==> config.mk <==
export PLATFORM = sky130hd
export DESIGN_NAME = utc_core
export DESIGN_NICKNAME = d
export VERILOG_FILES = /design/src/core/utc_pkg.sv /design/src/core/utc_spi_slave.sv /design/src/core/utc_core.sv
export VERILOG_INCLUDE_DIRS = /design/src /design/src/core
export SDC_FILE = /design/constraint.sdc
export NUM_CORES = 1
export LEC_CHECK = 0
export BUFFER_PORTS_ARGS = -buffer_cell sky130_fd_sc_hd__buf_2
export CORE_MARGIN = 8
export CORE_UTILIZATION = 30
export CTS_BUF_LIST = sky130_fd_sc_hd__clkbuf_16
export DETAILED_ROUTE_END_ITERATION = 16
export GPL_TIMING_DRIVEN = 0
export PLACE_DENSITY_LB_ADDON = 0.1
export SYNTH_ARGS = -nofsm -noshare
export SYNTH_HDL_FRONTEND = slang
export SYNTH_SLANG_ARGS = --single-unit
==> constraint.sdc <==
create_clock -name SYS_CLK -period 6.2 [get_ports SYS_CLK]
set_input_delay 0.62 -clock SYS_CLK [delete_from_list [all_inputs] [get_ports SYS_CLK]]
set_output_delay 0.62 -clock SYS_CLK [all_outputs]
set_load 0.1 [all_outputs]
==> src/core/utc_cfg.svh <==
/*
 * constants of the ultrasonic time-of-flight control block: register
 * offsets, reset values, field positions and sequence counts.
 * assumes it is included by bare name wherever a constant is needed.
 */
`ifndef UTC_CFG_SVH
`define UTC_CFG_SVH

// ----------------------------------------------------------------------
// register offsets
// ----------------------------------------------------------------------
`define UTC_A_TX_BURST   6'h00
`define UTC_A_RX_COUNT   6'h01
`define UTC_A_AFE_MODE   6'h02
`define UTC_A_THR_BLANK  6'h03
`define UTC_A_RX_MODE    6'h04
`define UTC_A_WAIT_HI    6'h05
`define UTC_A_WAIT_LO    6'h06
`define UTC_A_ERR        6'h07
`define UTC_A_LISTEN     6'h08
`define UTC_A_CLK_SCALE  6'h09

// ----------------------------------------------------------------------
// reset values
// ----------------------------------------------------------------------
`define UTC_R_TX_BURST   8'h45
`define UTC_R_RX_COUNT   8'h40
`define UTC_R_AFE_MODE   8'h00
`define UTC_R_THR_BLANK  8'h03
`define UTC_R_RX_MODE    8'h1f
`define UTC_R_WAIT_HI    8'h00
`define UTC_R_WAIT_LO    8'h00
`define UTC_R_LISTEN     8'h19
`define UTC_R_CLK_SCALE  8'h00

// ----------------------------------------------------------------------
// field positions
// ----------------------------------------------------------------------
`define UTC_NUM_TX       4:0
`define UTC_NUM_RX       2:0
`define UTC_THR          2:0
`define UTC_BLANK_BIT    3
`define UTC_TRIG_POL_BIT 5
`define UTC_WAIT_HI      1:0
`define UTC_WIN_SEL      1:0
`define UTC_TMO_DIS_BIT  2
`define UTC_FORCE_BIT    6
`define UTC_PRE_BIT      0
`define UTC_E_HIGH       0
`define UTC_E_MISS       1
`define UTC_E_WEAK       2
`define UTC_CMD_WR_BIT   6
`define UTC_CMD_ADDR     5:0

// ----------------------------------------------------------------------
// counts
// ----------------------------------------------------------------------
`define UTC_SETTLE_LEN   12'd128
`define UTC_STD_MIN      10'd30
`define UTC_THR_MAX      3'h7
`define UTC_ALL_EVENTS   6'd32
`define UTC_WIN_SHIFT    7
`define UTC_PRE_DIV0     4'd0
`define UTC_PRE_DIV1     4'd1
`define UTC_CMD_BITS     5'd8
`define UTC_FRAME_BITS   5'd16

`endif

==> src/core/utc_pkg.sv <==
/*
 * types shared by the time-of-flight control core and its serial slave.
 * assumes utc_cfg.svh is compiled alongside.
 */
package utc_pkg;

	// ------------------------------------------------------------------
	// sequencer states, gray along ready-tx-blank-settle-listen
	// ------------------------------------------------------------------
	typedef enum logic [2:0]
	{
		UTC_READY  = 3'h0,
		UTC_TX     = 3'h1,
		UTC_BLANK  = 3'h3,
		UTC_SETTLE = 3'h2,
		UTC_LISTEN = 3'h6
	} utc_seq_t;

	typedef logic [7:0] utc_byte_t;
	typedef logic [5:0] utc_addr_t;

endpackage : utc_pkg

==> src/core/utc_spi_slave.sv <==
/*
 * byte-wide serial register slave: command byte then data byte.
 * assumes chip select, serial clock and data are asynchronous pins and
 * that the serial clock is well below a sixth of the system clock.
 */
`timescale 1ns/1ns
`default_nettype none
`include "utc_cfg.svh"

module utc_spi_slave
(
	input  wire logic              clk,
	input  wire logic              rst,
	input  wire logic              cs_n_pin,
	input  wire logic              sclk_pin,
	input  wire logic              sdi_pin,
	input  wire utc_pkg::utc_byte_t rd_data,
	output var  utc_pkg::utc_addr_t addr,
	output var  logic              wr,
	output var  utc_pkg::utc_byte_t wr_data,
	output var  logic              serial_out,
	output var  logic              sdo_en
);
	import utc_pkg::*;

	typedef struct packed {
		logic [2:0] cs_s;
		logic [2:0] ck_s;
		logic [2:0] di_s;
		logic       cs_f;
		logic       ck_f;
		logic       di_f;
		logic [4:0] bits;
		utc_byte_t  shin;
		utc_addr_t  addr;
		logic       is_wr;
		utc_byte_t  shout;
		logic       oe;
		logic       wr;
	} utc_spi_t;

	utc_spi_t s;
	utc_spi_t next_s;

	// three-stage pin filter; value moves once stages two and three agree
	function automatic logic filt(input logic [2:0] sy, input logic f);
		filt = (sy[1] == sy[2]) ? sy[2] : f;
	endfunction : filt

	// ------------------------------------------------------------------
	// frame decoding
	// ------------------------------------------------------------------
	always_comb
	begin
		utc_byte_t sh;
		sh = 8'h00;
		next_s = s;
		next_s.wr = 1'b0;
		next_s.cs_s = {s.cs_s[1:0], cs_n_pin};
		next_s.ck_s = {s.ck_s[1:0], sclk_pin};
		next_s.di_s = {s.di_s[1:0], sdi_pin};
		next_s.cs_f = filt(s.cs_s, s.cs_f);
		next_s.ck_f = filt(s.ck_s, s.ck_f);
		next_s.di_f = filt(s.di_s, s.di_f);
		if (next_s.cs_f)
		begin
			next_s.bits = 5'h00;
			next_s.oe = 1'b0;
		end
		// idle level ignored; capture on rising edge
		else if (next_s.ck_f && !s.ck_f && s.bits != `UTC_FRAME_BITS)
		begin
			sh = {s.shin[6:0], next_s.di_f};
			next_s.shin = sh;
			next_s.bits = s.bits + 5'h01;
			if (s.bits == `UTC_CMD_BITS - 5'h01)
			begin
				next_s.addr = sh[`UTC_CMD_ADDR];
				next_s.is_wr = sh[`UTC_CMD_WR_BIT];
			end
			if (s.bits == `UTC_FRAME_BITS - 5'h01 && s.is_wr)
				next_s.wr = 1'b1;
		end
		// read data out on falling edge
		else if (!next_s.ck_f && s.ck_f && !s.is_wr)
		begin
			if (s.bits == `UTC_CMD_BITS && !s.oe)
			begin
				next_s.shout = rd_data;
				next_s.oe = 1'b1;
			end
			else if (s.bits > `UTC_CMD_BITS && s.oe)
				next_s.shout = {s.shout[6:0], 1'b0};
		end
	end

	// state register
	always_ff @(posedge clk or posedge rst)
	begin
		if (rst)
			s <= '{cs_s: 3'h7, ck_s: 3'h0, di_s: 3'h0, cs_f: 1'b1,
				default: '0};
		else
			s <= next_s;
	end

	assign addr = s.addr;
	assign wr = s.wr;
	assign wr_data = s.shin;
	assign serial_out = s.shout[7];
	assign sdo_en = s.oe;
endmodule : utc_spi_slave

`default_nettype wire

==> src/core/utc_core.sv <==
/*
 * time-of-flight measurement control: register file, sequencer for the
 * standard, blanked and short sequences, listening window with timeout,
 * error flags and active-low error pin.
 * assumes qualified stop pulses and the overrange level come from logic
 * on the same clock; all other inputs are asynchronous pins.
 */
`timescale 1ns/1ns
`default_nettype none
`include "utc_cfg.svh"

module utc_core
(
	input  wire logic SYS_CLK,
	input  wire logic RST,
	input  wire logic REF_CLOCK_IN,
	input  wire logic TRIGGER,
	input  wire logic ENABLE,
	input  wire logic QUALIFIED_STOP,
	input  wire logic SIGNAL_HIGH,
	input  wire logic CHIP_SELECT_N,
	input  wire logic SERIAL_CLK,
	input  wire logic SERIAL_IN,
	output var  logic SERIAL_OUT,
	output var  logic SERIAL_OUT_EN,
	output var  logic ERROR_PIN_N,
	output var  logic RX_ENABLE,
	output var  logic TX_ACTIVE,
	output var  logic LISTEN_WINDOW,
	output var  logic SETTLE_WINDOW,
	output var  logic MEASURE_BUSY
);
	import utc_pkg::*;

	typedef struct packed {
		logic [2:0]  ref_s;
		logic [2:0]  trg_s;
		logic [2:0]  en_s;
		logic        ref_f;
		logic        trg_f;
		logic        en_f;
		logic [3:0]  pre;
		utc_seq_t    seq;
		logic [11:0] cnt;
		logic [5:0]  events;
		logic        std;
		logic        blk;
		utc_byte_t   tx_burst;
		utc_byte_t   rx_count;
		utc_byte_t   afe_mode;
		utc_byte_t   thr_blank;
		utc_byte_t   rx_mode;
		utc_byte_t   wait_hi;
		utc_byte_t   wait_lo;
		utc_byte_t   listen;
		utc_byte_t   clk_scale;
		logic [2:0]  flags;
		logic        err_n;
		logic        rx_en;
		logic        tx_on;
		logic        lst;
		logic        stl;
		logic        busy;
	} utc_core_t;

	utc_core_t s;
	utc_core_t next_s;
	utc_addr_t spi_addr;
	logic      spi_wr;
	utc_byte_t spi_data;
	utc_byte_t rd_data;
	logic [9:0] wait_cnt;

	// ------------------------------------------------------------------
	// helpers
	// ------------------------------------------------------------------

	// three-stage pin filter
	function automatic logic filt(input logic [2:0] sy, input logic f);
		filt = (sy[1] == sy[2]) ? sy[2] : f;
	endfunction : filt

	// register read mux; unlisted addresses read zero
	function automatic utc_byte_t read_reg(input utc_core_t r,
		input utc_addr_t a);
		case (a)
			`UTC_A_TX_BURST:  read_reg = r.tx_burst;
			`UTC_A_RX_COUNT:  read_reg = r.rx_count;
			`UTC_A_AFE_MODE:  read_reg = r.afe_mode;
			`UTC_A_THR_BLANK: read_reg = r.thr_blank;
			`UTC_A_RX_MODE:   read_reg = r.rx_mode;
			`UTC_A_WAIT_HI:   read_reg = r.wait_hi;
			`UTC_A_WAIT_LO:   read_reg = r.wait_lo;
			`UTC_A_ERR:       read_reg = {5'h00, r.flags};
			`UTC_A_LISTEN:    read_reg = r.listen;
			`UTC_A_CLK_SCALE: read_reg = r.clk_scale;
			default:          read_reg = 8'h00;
		endcase
	endfunction : read_reg

	// ------------------------------------------------------------------
	// serial register port
	// ------------------------------------------------------------------
	// serial slave clocked by the system clock; serial clock edges found from filtered pin samples
	utc_spi_slave u_spi
	(
		.clk      (SYS_CLK),
		.rst      (RST),
		.cs_n_pin (CHIP_SELECT_N),
		.sclk_pin (SERIAL_CLK),
		.sdi_pin  (SERIAL_IN),
		.rd_data  (rd_data),
		.addr     (spi_addr),
		.wr       (spi_wr),
		.wr_data  (spi_data),
		.serial_out      (SERIAL_OUT),
		.sdo_en   (SERIAL_OUT_EN)
	);

	assign rd_data = read_reg(s, spi_addr);

	// ten-bit wait count, also watched by the checks
	assign wait_cnt = {s.wait_hi[`UTC_WAIT_HI], s.wait_lo};

	// ------------------------------------------------------------------
	// next state
	// ------------------------------------------------------------------
	always_comb
	begin
		logic [9:0]  wcnt;
		logic        std_ok;
		logic        base_tick;
		logic        trig;
		logic        err_wr;
		logic        clr_sm;
		logic        clr_fl;
		logic [5:0]  expect_n;
		logic [11:0] window;
		logic [2:0]  set_fl;
		wcnt = 10'h000;
		std_ok = 1'b0;
		base_tick = 1'b0;
		trig = 1'b0;
		err_wr = 1'b0;
		clr_sm = 1'b0;
		clr_fl = 1'b0;
		expect_n = 6'h00;
		window = 12'h000;
		set_fl = 3'h0;
		next_s = s;

		next_s.ref_s = {s.ref_s[1:0], REF_CLOCK_IN};
		next_s.trg_s = {s.trg_s[1:0], TRIGGER};
		next_s.en_s = {s.en_s[1:0], ENABLE};
		next_s.ref_f = filt(s.ref_s, s.ref_f);
		next_s.trg_f = filt(s.trg_s, s.trg_f);
		next_s.en_f = filt(s.en_s, s.en_f);

		// base period from prescaled reference edges
		if (next_s.ref_f && !s.ref_f)
		begin
			if (s.pre == 4'h0)
			begin
				base_tick = 1'b1;
				next_s.pre = s.clk_scale[`UTC_PRE_BIT] ?
					`UTC_PRE_DIV1 : `UTC_PRE_DIV0;
			end
			else
				next_s.pre = s.pre - 4'h1;
		end

		// ten-bit wait count from high and low registers
		wcnt = wait_cnt;
		std_ok = (wcnt >= `UTC_STD_MIN) && !s.listen[`UTC_FORCE_BIT];
		trig = (next_s.trg_f != s.trg_f) &&
			(next_s.trg_f != s.rx_mode[`UTC_TRIG_POL_BIT]);
		expect_n = (s.rx_count[`UTC_NUM_RX] == 3'h0) ? `UTC_ALL_EVENTS :
			{3'h0, s.rx_count[`UTC_NUM_RX]};
		// listen window, extended in standard without blanking
		window = 12'({1'b0, s.listen[`UTC_WIN_SEL]} + 3'h1)
			<< `UTC_WIN_SHIFT;
		if (s.std && !s.blk)
			window = window + {2'h0, wcnt};

		// register writes
		if (spi_wr)
		begin
			case (spi_addr)
				`UTC_A_TX_BURST:  next_s.tx_burst = spi_data;
				`UTC_A_RX_COUNT:  next_s.rx_count = spi_data;
				`UTC_A_AFE_MODE:  next_s.afe_mode = spi_data;
				`UTC_A_THR_BLANK: next_s.thr_blank = spi_data;
				`UTC_A_RX_MODE:   next_s.rx_mode = spi_data;
				`UTC_A_WAIT_HI:   next_s.wait_hi = spi_data;
				`UTC_A_WAIT_LO:   next_s.wait_lo = spi_data;
				`UTC_A_ERR:       err_wr = 1'b1;
				`UTC_A_LISTEN:    next_s.listen = spi_data;
				`UTC_A_CLK_SCALE: next_s.clk_scale = spi_data;
				default:          err_wr = 1'b0;
			endcase
		end
		clr_sm = err_wr && spi_data[`UTC_E_MISS];
		clr_fl = err_wr && (spi_data[`UTC_E_HIGH]);

		// sequencer; counter runs down one step per base period
		if (base_tick && s.cnt != 12'h000)
			next_s.cnt = s.cnt - 12'h001;
		case (s.seq)
			UTC_READY:
			begin
				if (trig && s.en_f)
				begin
					next_s.events = 6'h00;
					next_s.std = std_ok;
					// blanking only on a standard sequence
					next_s.blk = std_ok && s.thr_blank[`UTC_BLANK_BIT];
					next_s.seq = std_ok ? UTC_TX : UTC_SETTLE;
					next_s.cnt = std_ok ? {7'h00, s.tx_burst[`UTC_NUM_TX]} :
						`UTC_SETTLE_LEN;
				end
			end
			UTC_TX:
			begin
				if (s.cnt == 12'h000)
				begin
					if (!s.std)
					begin
						next_s.seq = UTC_LISTEN;
						next_s.cnt = window;
					end
					else if (s.blk)
					begin
						next_s.seq = UTC_BLANK;
						next_s.cnt = {2'h0, wcnt};
					end
					else
					begin
						next_s.seq = UTC_SETTLE;
						next_s.cnt = `UTC_SETTLE_LEN;
					end
				end
			end
			UTC_BLANK:
			begin
				if (s.cnt == 12'h000)
				begin
					next_s.seq = UTC_SETTLE;
					next_s.cnt = `UTC_SETTLE_LEN;
				end
			end
			UTC_SETTLE:
			begin
				if (s.cnt == 12'h000)
				begin
					next_s.seq = s.std ? UTC_LISTEN : UTC_TX;
					next_s.cnt = s.std ? window :
						{7'h00, s.tx_burst[`UTC_NUM_TX]};
				end
			end
			UTC_LISTEN:
			begin
				if (SIGNAL_HIGH && s.thr_blank[`UTC_THR] == `UTC_THR_MAX)
					set_fl[`UTC_E_HIGH] = 1'b1;
				if (QUALIFIED_STOP)
					next_s.events = s.events + 6'h01;
				if (QUALIFIED_STOP && next_s.events == expect_n)
					next_s.seq = UTC_READY;
				else if (s.cnt == 12'h000 && !s.listen[`UTC_TMO_DIS_BIT])
				begin
					next_s.seq = UTC_READY;
					if (s.events != 6'h00)
						set_fl[`UTC_E_WEAK] = 1'b1;
					else
						set_fl[`UTC_E_MISS] = 1'b1;
				end
			end
			default:
				next_s.seq = UTC_READY;
		endcase

		// forced exit on clear write or enable low
		if (clr_sm || !s.en_f)
			next_s.seq = UTC_READY;

		next_s.flags = (clr_fl ? 3'h0 : s.flags) | set_fl;
		next_s.err_n = (next_s.flags == 3'h0);

		// registered pin levels from the coming state
		next_s.busy = (next_s.seq != UTC_READY);
		next_s.tx_on = (next_s.seq == UTC_TX);
		next_s.stl = (next_s.seq == UTC_SETTLE);
		next_s.lst = (next_s.seq == UTC_LISTEN);
		// receive chain off while blanking or in standard tx
		next_s.rx_en = next_s.stl || next_s.lst ||
			(next_s.tx_on && !next_s.std);
	end

	// state register
	always_ff @(posedge SYS_CLK or posedge RST)
	begin
		if (RST)
			s <= '{tx_burst: `UTC_R_TX_BURST, rx_count: `UTC_R_RX_COUNT,
				afe_mode: `UTC_R_AFE_MODE, thr_blank: `UTC_R_THR_BLANK,
				rx_mode: `UTC_R_RX_MODE, wait_hi: `UTC_R_WAIT_HI,
				wait_lo: `UTC_R_WAIT_LO, listen: `UTC_R_LISTEN,
				clk_scale: `UTC_R_CLK_SCALE, seq: UTC_READY,
				err_n: 1'b1, default: '0};
		else
			s <= next_s;
	end

	assign ERROR_PIN_N = s.err_n;
	assign RX_ENABLE = s.rx_en;
	assign TX_ACTIVE = s.tx_on;
	assign LISTEN_WINDOW = s.lst;
	assign SETTLE_WINDOW = s.stl;
	assign MEASURE_BUSY = s.busy;
endmodule : utc_core

`default_nettype wire

==> flow_summary.ini, run 1 <==
[status]
status = finished clean

[yosys]
synth_commonest_cells = dfrtp_1 (143), mux2_2 (100), nand2_1 (60), nor2_1 (50), o21ai_0 (32)
async_reset_ff_share_pct = 100
yosys.area.top_type = dfrtp_1
synth.most_common_cell = dfrtp_1
synthCells = 708
synth_edf_count = 0
synth_top_area_share_pct = 45.4
syn_area_um2 = 7890
synth_seq_cells = 162
synthFlopType = dfrtp_1
synth_cell_types = 70
yosys_warnings = 0
ys_top_cells_by_area = dfrtp_1 (45%), mux2_2 (14%), dfstp_2 (6.3%)
synthesis.nets = 730
avgSynthCellArea_um2 = 11.1
yosysSeqAreaShare_pct = 51.7

[sta]
skew_ns = 0.0138
final_hold_viol_count = 0
period_share_pct = 46.2
maxSlewViolCount = 0
setup_violations = 0
max_slew_margin_pct = 19.0
fmax_mhz = 349
rsz0062_at_grt = no
finalCriticalPeriod_ns = 2.87
tightest_slew_ns = 1.21

[global_routing]
grt_usage_pct = 13.9
gr-total-overflow = 0
grt_pass1_vias = 5782
grt_first_pass_wirelength_mm = 33.7
grt_max_degree = 94
antenna_found_initial = 0

[cells_and_area]
post-route-util_pct = 34.9
finalNetCount = 766
antenna_cells = 0
area_delta_synth_final_pct = 14.5
drive_gt1_share_pct = 25.5

[floorplanning]
rows = 59
die_x_um = 178
io_pins = 18
die_y_um = 178
die_area_um2 = 31700
core_area_um2 = 25900
start_util_pct = 30.4

[power]
power_leakage_nw = 3.98
total_power_mw = 2.59
p_per_area_nw_per_um2 = 286
ir_drop_mv = 0.139

[setup_path]
crit_fanout = 9
required_ns = 6.52
crit_type = reg2reg
cp-end-kind = flip-flop
startpoint_type = flip-flop
cp.arrival_ns = 3.18

[cts]
ctsHoldBuffers = 0
cts_sinks = 162
cts-resized-gates = 0
cts_buffers = 17
tritoncts = done
clock_path_buffers = 2
h-tree-depth = 4
clk_latency_ns = 0.44
cts_setup_buffers = 0
clk_pin_slew_worst_paths_ns = 0.08
clk_root_buffer_cell = clkbuf_16

[route]
ant_nets = 0
drt-total-wl_mm = 20.9
via_per_inst = 5.23
via_count = 5708
drt_first_pass_iters = 5
wl_per_cell_um = 19.2
drc = 0
drtIter0Drc = 393

[worst_hold_path]
min_path_type = in2reg

[placed_design]
gp_congestion = 0.840
hpwl_mm = 14.9
port_buffers = 16

[job]
cap_violations = 0
[power by group]
group	total (mW)	leakage (nW)	internal [mW]	switching [mW]
logic	0.319	1.56	0.107	0.212
clock network	1.09	0.293	0.581	0.513
registers	1.17	2.13	1.11	0.0591
total	2.59	3.98	1.80	0.785
[cell families after synthesis]
kind of cell	count (synthesis)	synth area share, %
buffers and inverters	55	2.79
AO/OA/AOI/OAI	136	11.5
flip-flops	162	51.7
AND/OR/NAND/NOR	214	14.3
XOR/XNOR	19	2.11
multiplexers	105	14.9
adder cells (fa/ha/maj)	17	2.65
[final timing paths]
kind | startpoint | end | slack [ns] | cells after the start
min in group asynchronous | RST | next_s[119] | 0.29 | 2
worst max-delay path | u_spi.addr[1] | s[65] | 3.33 | 5
worst min-delay path | CHIP_SELECT_N | u_spi.next_s[40] | 0.27 | 1
worst max register to register | u_spi.addr[1] | s[65] | 3.33 | 5
max in group asynchronous | RST | s[49] | 5.06 | 3
worst min register to register | next_s[118] | next_s[119] | 0.35 | 0
[per-stage QoR]
stage / hold WS [ns] / worst slack [ns] / TNS [ns] / instances / cell area, um^2
CTS: 0.255 / 3.30 / 0 / 1092 / 9030
floorplan: 0.331 / 1.23 / 0 / 708 / 7890
detailed placement: 0.335 / 3.31 / 0 / 1060 / 8420
finish: 0.269 / 3.33 / 0 / 1092 / 9030
global route: 0.252 / 3.16 / 0 / 1092 / 9030
global placement: 0.334 / -0.820 / -115.72 / 1059 / 8390
[cells in the final DEF (no fill, tap or decap), types with 5 or more instances in the layout]
cell type,n
clkbuf_1,26
a22oi_1,12
mux2_2,100
clkbuf_16,17
nand3_1,17
a221oi_1,5
inv_1,16
ha_1,11
dfstp_2,19
xor2_1,10
nor2_1,50
a22o_1,5
o21ai_0,32
and3_1,8
nand2_1,60
a31oi_1,12
buf_2,23
dfrtp_1,143
nor2b_1,8
nand2b_1,9
nand4_1,9
inv_8,6
a21oi_1,27
xnor2_1,9
nor3_1,12
nor4_1,10
mux2i_1,5
a222oi_1,5
[registers in the layout, summed over array words and instances (netlist names)]
| register | flops |
|---|---|
| next_s | 6 |
| u_spi.s | 19 |
| u_spi.serial_out | 1 |
| u_spi.wr | 1 |
| SETTLE_WINDOW | 1 |
| u_spi.sdo_en | 1 |
| u_spi.next_s | 6 |
| u_spi.addr | 6 |
| RX_ENABLE | 1 |
| s | 108 |
| LISTEN_WINDOW | 1 |
| MEASURE_BUSY | 1 |
| u_spi.wr_data | 8 |
| TX_ACTIVE | 1 |
| ERROR_PIN_N | 1 |
[metal layers]
metal	global-route usage, %	vias up	part of all wire (%)
met2	21.3	106	47
li1	-	2671	-
met4	5.80	0	2.6
met1	18.9	2898	47
met3	2.41	33	3.2
met5	0	-	0
[critical path: stages, from the launching register on]
cell and delay, ns:
dfrtp_1 0.47, or2_2 0.30, clkbuf_1 0.17, nor4_2 0.93, nand3_2 0.48, mux2_2 0.40
[final cells by class]
class | count | area [um^2]
Fill cell | 2568 | 16900
Sequential cell | 162 | 4080
Multi-Input combinational cell | 491 | 3590
Clock buffer | 17 | 425
Tap cell | 335 | 419
Clock inverter | 15 | 185
Buffer | 38 | 156
Timing Repair Buffer | 17 | 108
Inverter | 17 | 71.3
Power figures use the tool's default switching activity.
==> inputs of run 2 (changes only) <==
- clock period: 6.2 -> 2.9 ns (I/O delays scaled with it)
==> flow_summary.ini, run 2 (synthesis gave the netlist of run 1 again) <==
[cells_and_area]
drive_gt1_share_pct = 25.7
final_common_cell = dfrtp_1
antenna_cells = 0
design_area_um2 = 9180
post-route-util_pct = 35.4
most-common-layout-cells = dfrtp_1 (143), mux2_2 (100), nand2_1 (60), nor2_1 (50), o21ai_0 (32)
largest_reg_flops = 108
top_register = s
area_delta_synth_final_pct = 16.4
finalNetCount = 777

[power]
ir_drop_mv = 0.270
p_per_area_nw_per_um2 = 602
sw_frac_of_total_pct = 30.0
p_seq_share_pct = 45.3
intPower_mw = 3.87
comb_power_share_pct = 12.8
power.switching_mw = 1.66
power_leakage_nw = 4.04
p_clk_share_pct = 41.9

[cts]
clock_path_buffers = 2
cts_sinks = 162
clk_pin_slew_worst_paths_ns = 0.08
h-tree-depth = 4
cts_buffers = 17
clk_root_buffer_cell = clkbuf_16
tritoncts = done
clk_latency_ns = 0.43

[route]
wl_per_cell_um = 19.2
drt-total-wl_mm = 21.2
drc = 0
via_per_inst = 5.16
drtIter0Drc = 456
ant_nets = 0
via_count = 5692
drt_first_pass_iters = 5

[global_routing]
grt_first_pass_wirelength_mm = 33.9
antenna_found_initial = 0
grt_max_degree = 43
gr-total-overflow = 0
grt_pass1_vias = 5693
grt_usage_pct = 13.9

[sta]
holdWs_ns = 0.171
tightest_slew_ns = 1.12
finalCriticalPeriod_ns = 2.78
rsz0062_at_grt = no
finalWorstSetupSlack_ns = 0.118
setup_violations = 0
maxSlewViolCount = 0
final_hold_viol_count = 0
period_share_pct = 95.9
skew_ns = 0.0115
max_slew_margin_pct = 24.9
fmax_mhz = 359

[floorplanning]
start_util_pct = 30.4
rows = 59
die_y_um = 178
core_area_um2 = 25900
die_x_um = 178
io_pins = 18
die_area_um2 = 31700

[setup_path]
required_ns = 3.21
cp-startpoint = u_spi.addr[1]
cp.arrival_ns = 3.09
startpoint_type = flip-flop
crit_type = reg2reg
rr_startpoint = u_spi.addr[1]
crit_fanout = 8
cp-end-kind = flip-flop

[placed_design]
gp_congestion = 0.850
post_dp_cell_area_um2 = 8470
hpwl_mm = 15.3
post-place-ws_ns = -0.0494
port_buffers = 16

[job]
cap_violations = 0

[status]
status = finished clean

[worst_hold_path]
min_path_type = in2reg
min_from = QUALIFIED_STOP
[run 2: critical path: stages (launching register included)]
cell and delay [ns]:
dfrtp_1 0.47, or2_2 0.31, clkbuf_1 0.20, nor3_1 0.73, nand2_1 0.53, mux2_2 0.41
[run 2: layout make-up]
cell class | count | area [um^2]
clock buffer | 17 | 425
timing repair buffer | 28 | 238
tap | 335 | 419
sequential | 162 | 4080
clock inverter | 15 | 189
multi-input combinational | 491 | 3610
fill | 2567 | 16700
inverter | 17 | 67.6
buffer | 38 | 156
[run 2: path summary, 6_finish.rpt]
check	to	slack, ns	cells after the start
max	s[77]	0.12	5
min	s[84]	0.17	3
max reg2reg	s[77]	0.12	5
min reg2reg	next_s[119]	0.35	0
max in group asynchronous	s[75]	1.54	5
min in group asynchronous	s[15]	0.49	3
[run 2: through the flow]
step           setup TNS, ns  total power [mW]  std cells
2_1_floorplan              0              3.00        708
3_3_place_gp          -74.38              3.23       1059
3_5_place_dp          -0.365              3.24       1063
4_1_cts                    0              5.60       1102
5_1_grt                    0              5.79       1103
6_report                   0              5.52       1103
[run 2: metal layers]
metal | track usage [%] | share of wire (%) | up-vias
met2 | 21.8 | 47 | 81
met5 | 0 | 0 | -
met3 | 2.56 | 2.8 | 25
met4 | 4.83 | 2.1 | 0
met1 | 19.0 | 48 | 2898
li1 | - | - | 2688
[run 2: timing repair]
item                                    4_1_cts  5_1_grt
gates resized for setup                       2        1
buffers inserted                              0        1
pin swaps                                     0        1
endpoints found under the hold margin        22        0
endpoints found under the setup margin        9       15
hold buffers                                  7        0
[run 2: power by group through the flow]
| stage | Combinational (mW) | Sequential [mW] | Clock (mW) |
|---|---|---|---|
| after CTS | 0.710 | 2.50 | 2.39 |
| after global placement | 0.678 | 2.55 | 0 |
| after global routing | 0.783 | 2.52 | 2.48 |
| final | 0.705 | 2.50 | 2.32 |
| after detailed placement | 0.700 | 2.54 | 0 |
| after floorplan | 0.466 | 2.54 | 0 |
==> inputs of run 3 (changes only) <==
- CORE_MARGIN: 8 -> unset
- SETUP_SLACK_MARGIN: unset -> 0.05
==> flow_summary.ini, run 3 (synthesis gave the netlist of run 1 again) <==
[placed_design]
post-place-ws_ns = -0.00831
hpwl_mm = 15.3
gp_congestion = 0.844
post_dp_cell_area_um2 = 8460
port_buffers = 16

[route]
via_count = 5783
via_per_inst = 5.27
drt_first_pass_iters = 5
drtIter0Drc = 398
drc = 0
drt-total-wl_mm = 21.2
wl_per_cell_um = 19.3
ant_nets = 0

[setup_path]
cp.arrival_ns = 3.14
path_cells = clkbuf_1, nor4_1, buf_2, nand2_1, mux2_2
cp_slowest_cell = nor4_1
startpoint_type = flip-flop
critPathBufInv = 2
crit_fanout = 10
cp-end-kind = flip-flop
crit_type = reg2reg
required_ns = 3.22
slowest_delay_ns = 0.94
crit_family = simple AND/OR/NAND/NOR gates

[cells_and_area]
antenna_cells = 0
final_common_cell = dfrtp_1
design_area_um2 = 9200
top_register = s
fillers = 2481
most-common-layout-cells = dfrtp_1 (143), mux2_2 (100), nand2_1 (60), nor2_1 (50), o21ai_0 (32)
finalNetCount = 777
largest_reg_flops = 108
drive_gt1_share_pct = 25.9
area_delta_synth_final_pct = 16.7

[global_routing]
antenna_found_initial = 0
gr-total-overflow = 0
grt_pass1_vias = 5907
grt_max_degree = 43
grt_first_pass_wirelength_mm = 34.1
grt_usage_pct = 17.0

[sta]
holdWs_ns = 0.172
finalWorstSetupSlack_ns = 0.0791
fmax_mhz = 354
finalCriticalPeriod_ns = 2.82
max_slew_margin_pct = 27.3
period_share_pct = 97.3
skew_ns = 0.0131
setup_violations = 0
final_hold_viol_count = 0
tightest_slew_ns = 1.09
maxSlewViolCount = 0
rsz0062_at_grt = yes

[status]
status = finished clean

[cts]
h-tree-depth = 4
clk_root_buffer_cell = clkbuf_16
clock_path_buffers = 2
clk_latency_ns = 0.44
cts_sinks = 162
tritoncts = done
clk_pin_slew_worst_paths_ns = 0.07
cts_buffers = 17

[floorplanning]
die_y_um = 164
io_pins = 18
start_util_pct = 31.0
core_area_um2 = 25500
die_x_um = 164
die_area_um2 = 26900
rows = 58

[job]
cap_violations = 0

[power]
p_per_area_nw_per_um2 = 611
power_leakage_nw = 4.04
ir_drop_mv = 0.293

[worst_hold_path]
min_path_type = in2reg
[run 3: cell count changes in the layout (fill, tap and decap cells not counted), sizes merged]
| cell | change |
|---|---|
| bufinv | +2 |
| inv | -3 |
| clkinv | -1 |
| clkinvlp | +2 |
[run 3: report_power, final]
group,internal (mW),switching [mW]
logic,0.246,0.462
registers,2.38,0.130
clock network,1.38,1.02
total,4.01,1.61
[run 3: stage by stage]
stage / std cells / TNS (ns) / total power [mW] / util [%]
after floorplan: 708 / 0 / 3.00 / -
after global placement: 1054 / -74.65 / 3.24 / 32.9
after detailed placement: 1058 / -0.0398 / 3.25 / 33.2
after CTS: 1097 / 0 / 5.70 / 36.0
after global routing: 1098 / 0 / 5.90 / 36.1
final: 1098 / 0 / 5.62 / 36.1
[run 3: per-layer routing]
layer / up-vias / routed length, um / track usage [%]
met2: 120 / 10100 / 27.1
met3: 26 / 787 / 3.23
met1: 2947 / 9910 / 22.9
li1: 2690 / - / -
met4: 0 / 435 / 5.93
met5: - / 0 / 0
[run 3: what timing repair did]
item	in CTS	in global routing
setup endpoints to repair	10	32
hold buffers	7	0
setup buffers	0	1
hold endpoints to repair	28	0
resized for setup	1	5
gates cloned	0	0
pin swaps	0	1
[run 3: final timing paths]
kind	start	to	slack, ns	cells after the start
setup / recovery	u_spi.addr[4]	s[64]	0.08	5
hold / removal	QUALIFIED_STOP	s[84]	0.17	3
setup reg to reg	u_spi.addr[4]	s[64]	0.08	5
hold reg to reg	next_s[118]	next_s[119]	0.35	0
max in group asynchronous	RST	s[50]	1.48	5
min in group asynchronous	RST	s[13]	0.49	3
[run 3: layout make-up]
cell class                 count  area [um^2]  area share (%)
buffer                        38          156            1.70
clock buffer                  17          425            4.62
clock inverter                15          199            2.16
inverter                      17         67.6           0.734
multi-input combinational    491         3630            39.4
sequential                   162         4080            44.3
tap                          330          413            4.49
timing repair buffer          28          238            2.58
[run 3: worst register-to-register path, delay by kind of cell (launching register included)]
kind	cells	cell delay (ns)
buffers and inverters	2	0.67
DFF	1	0.36
muxes	1	0.39
and+or+nand+nor	2	1.29
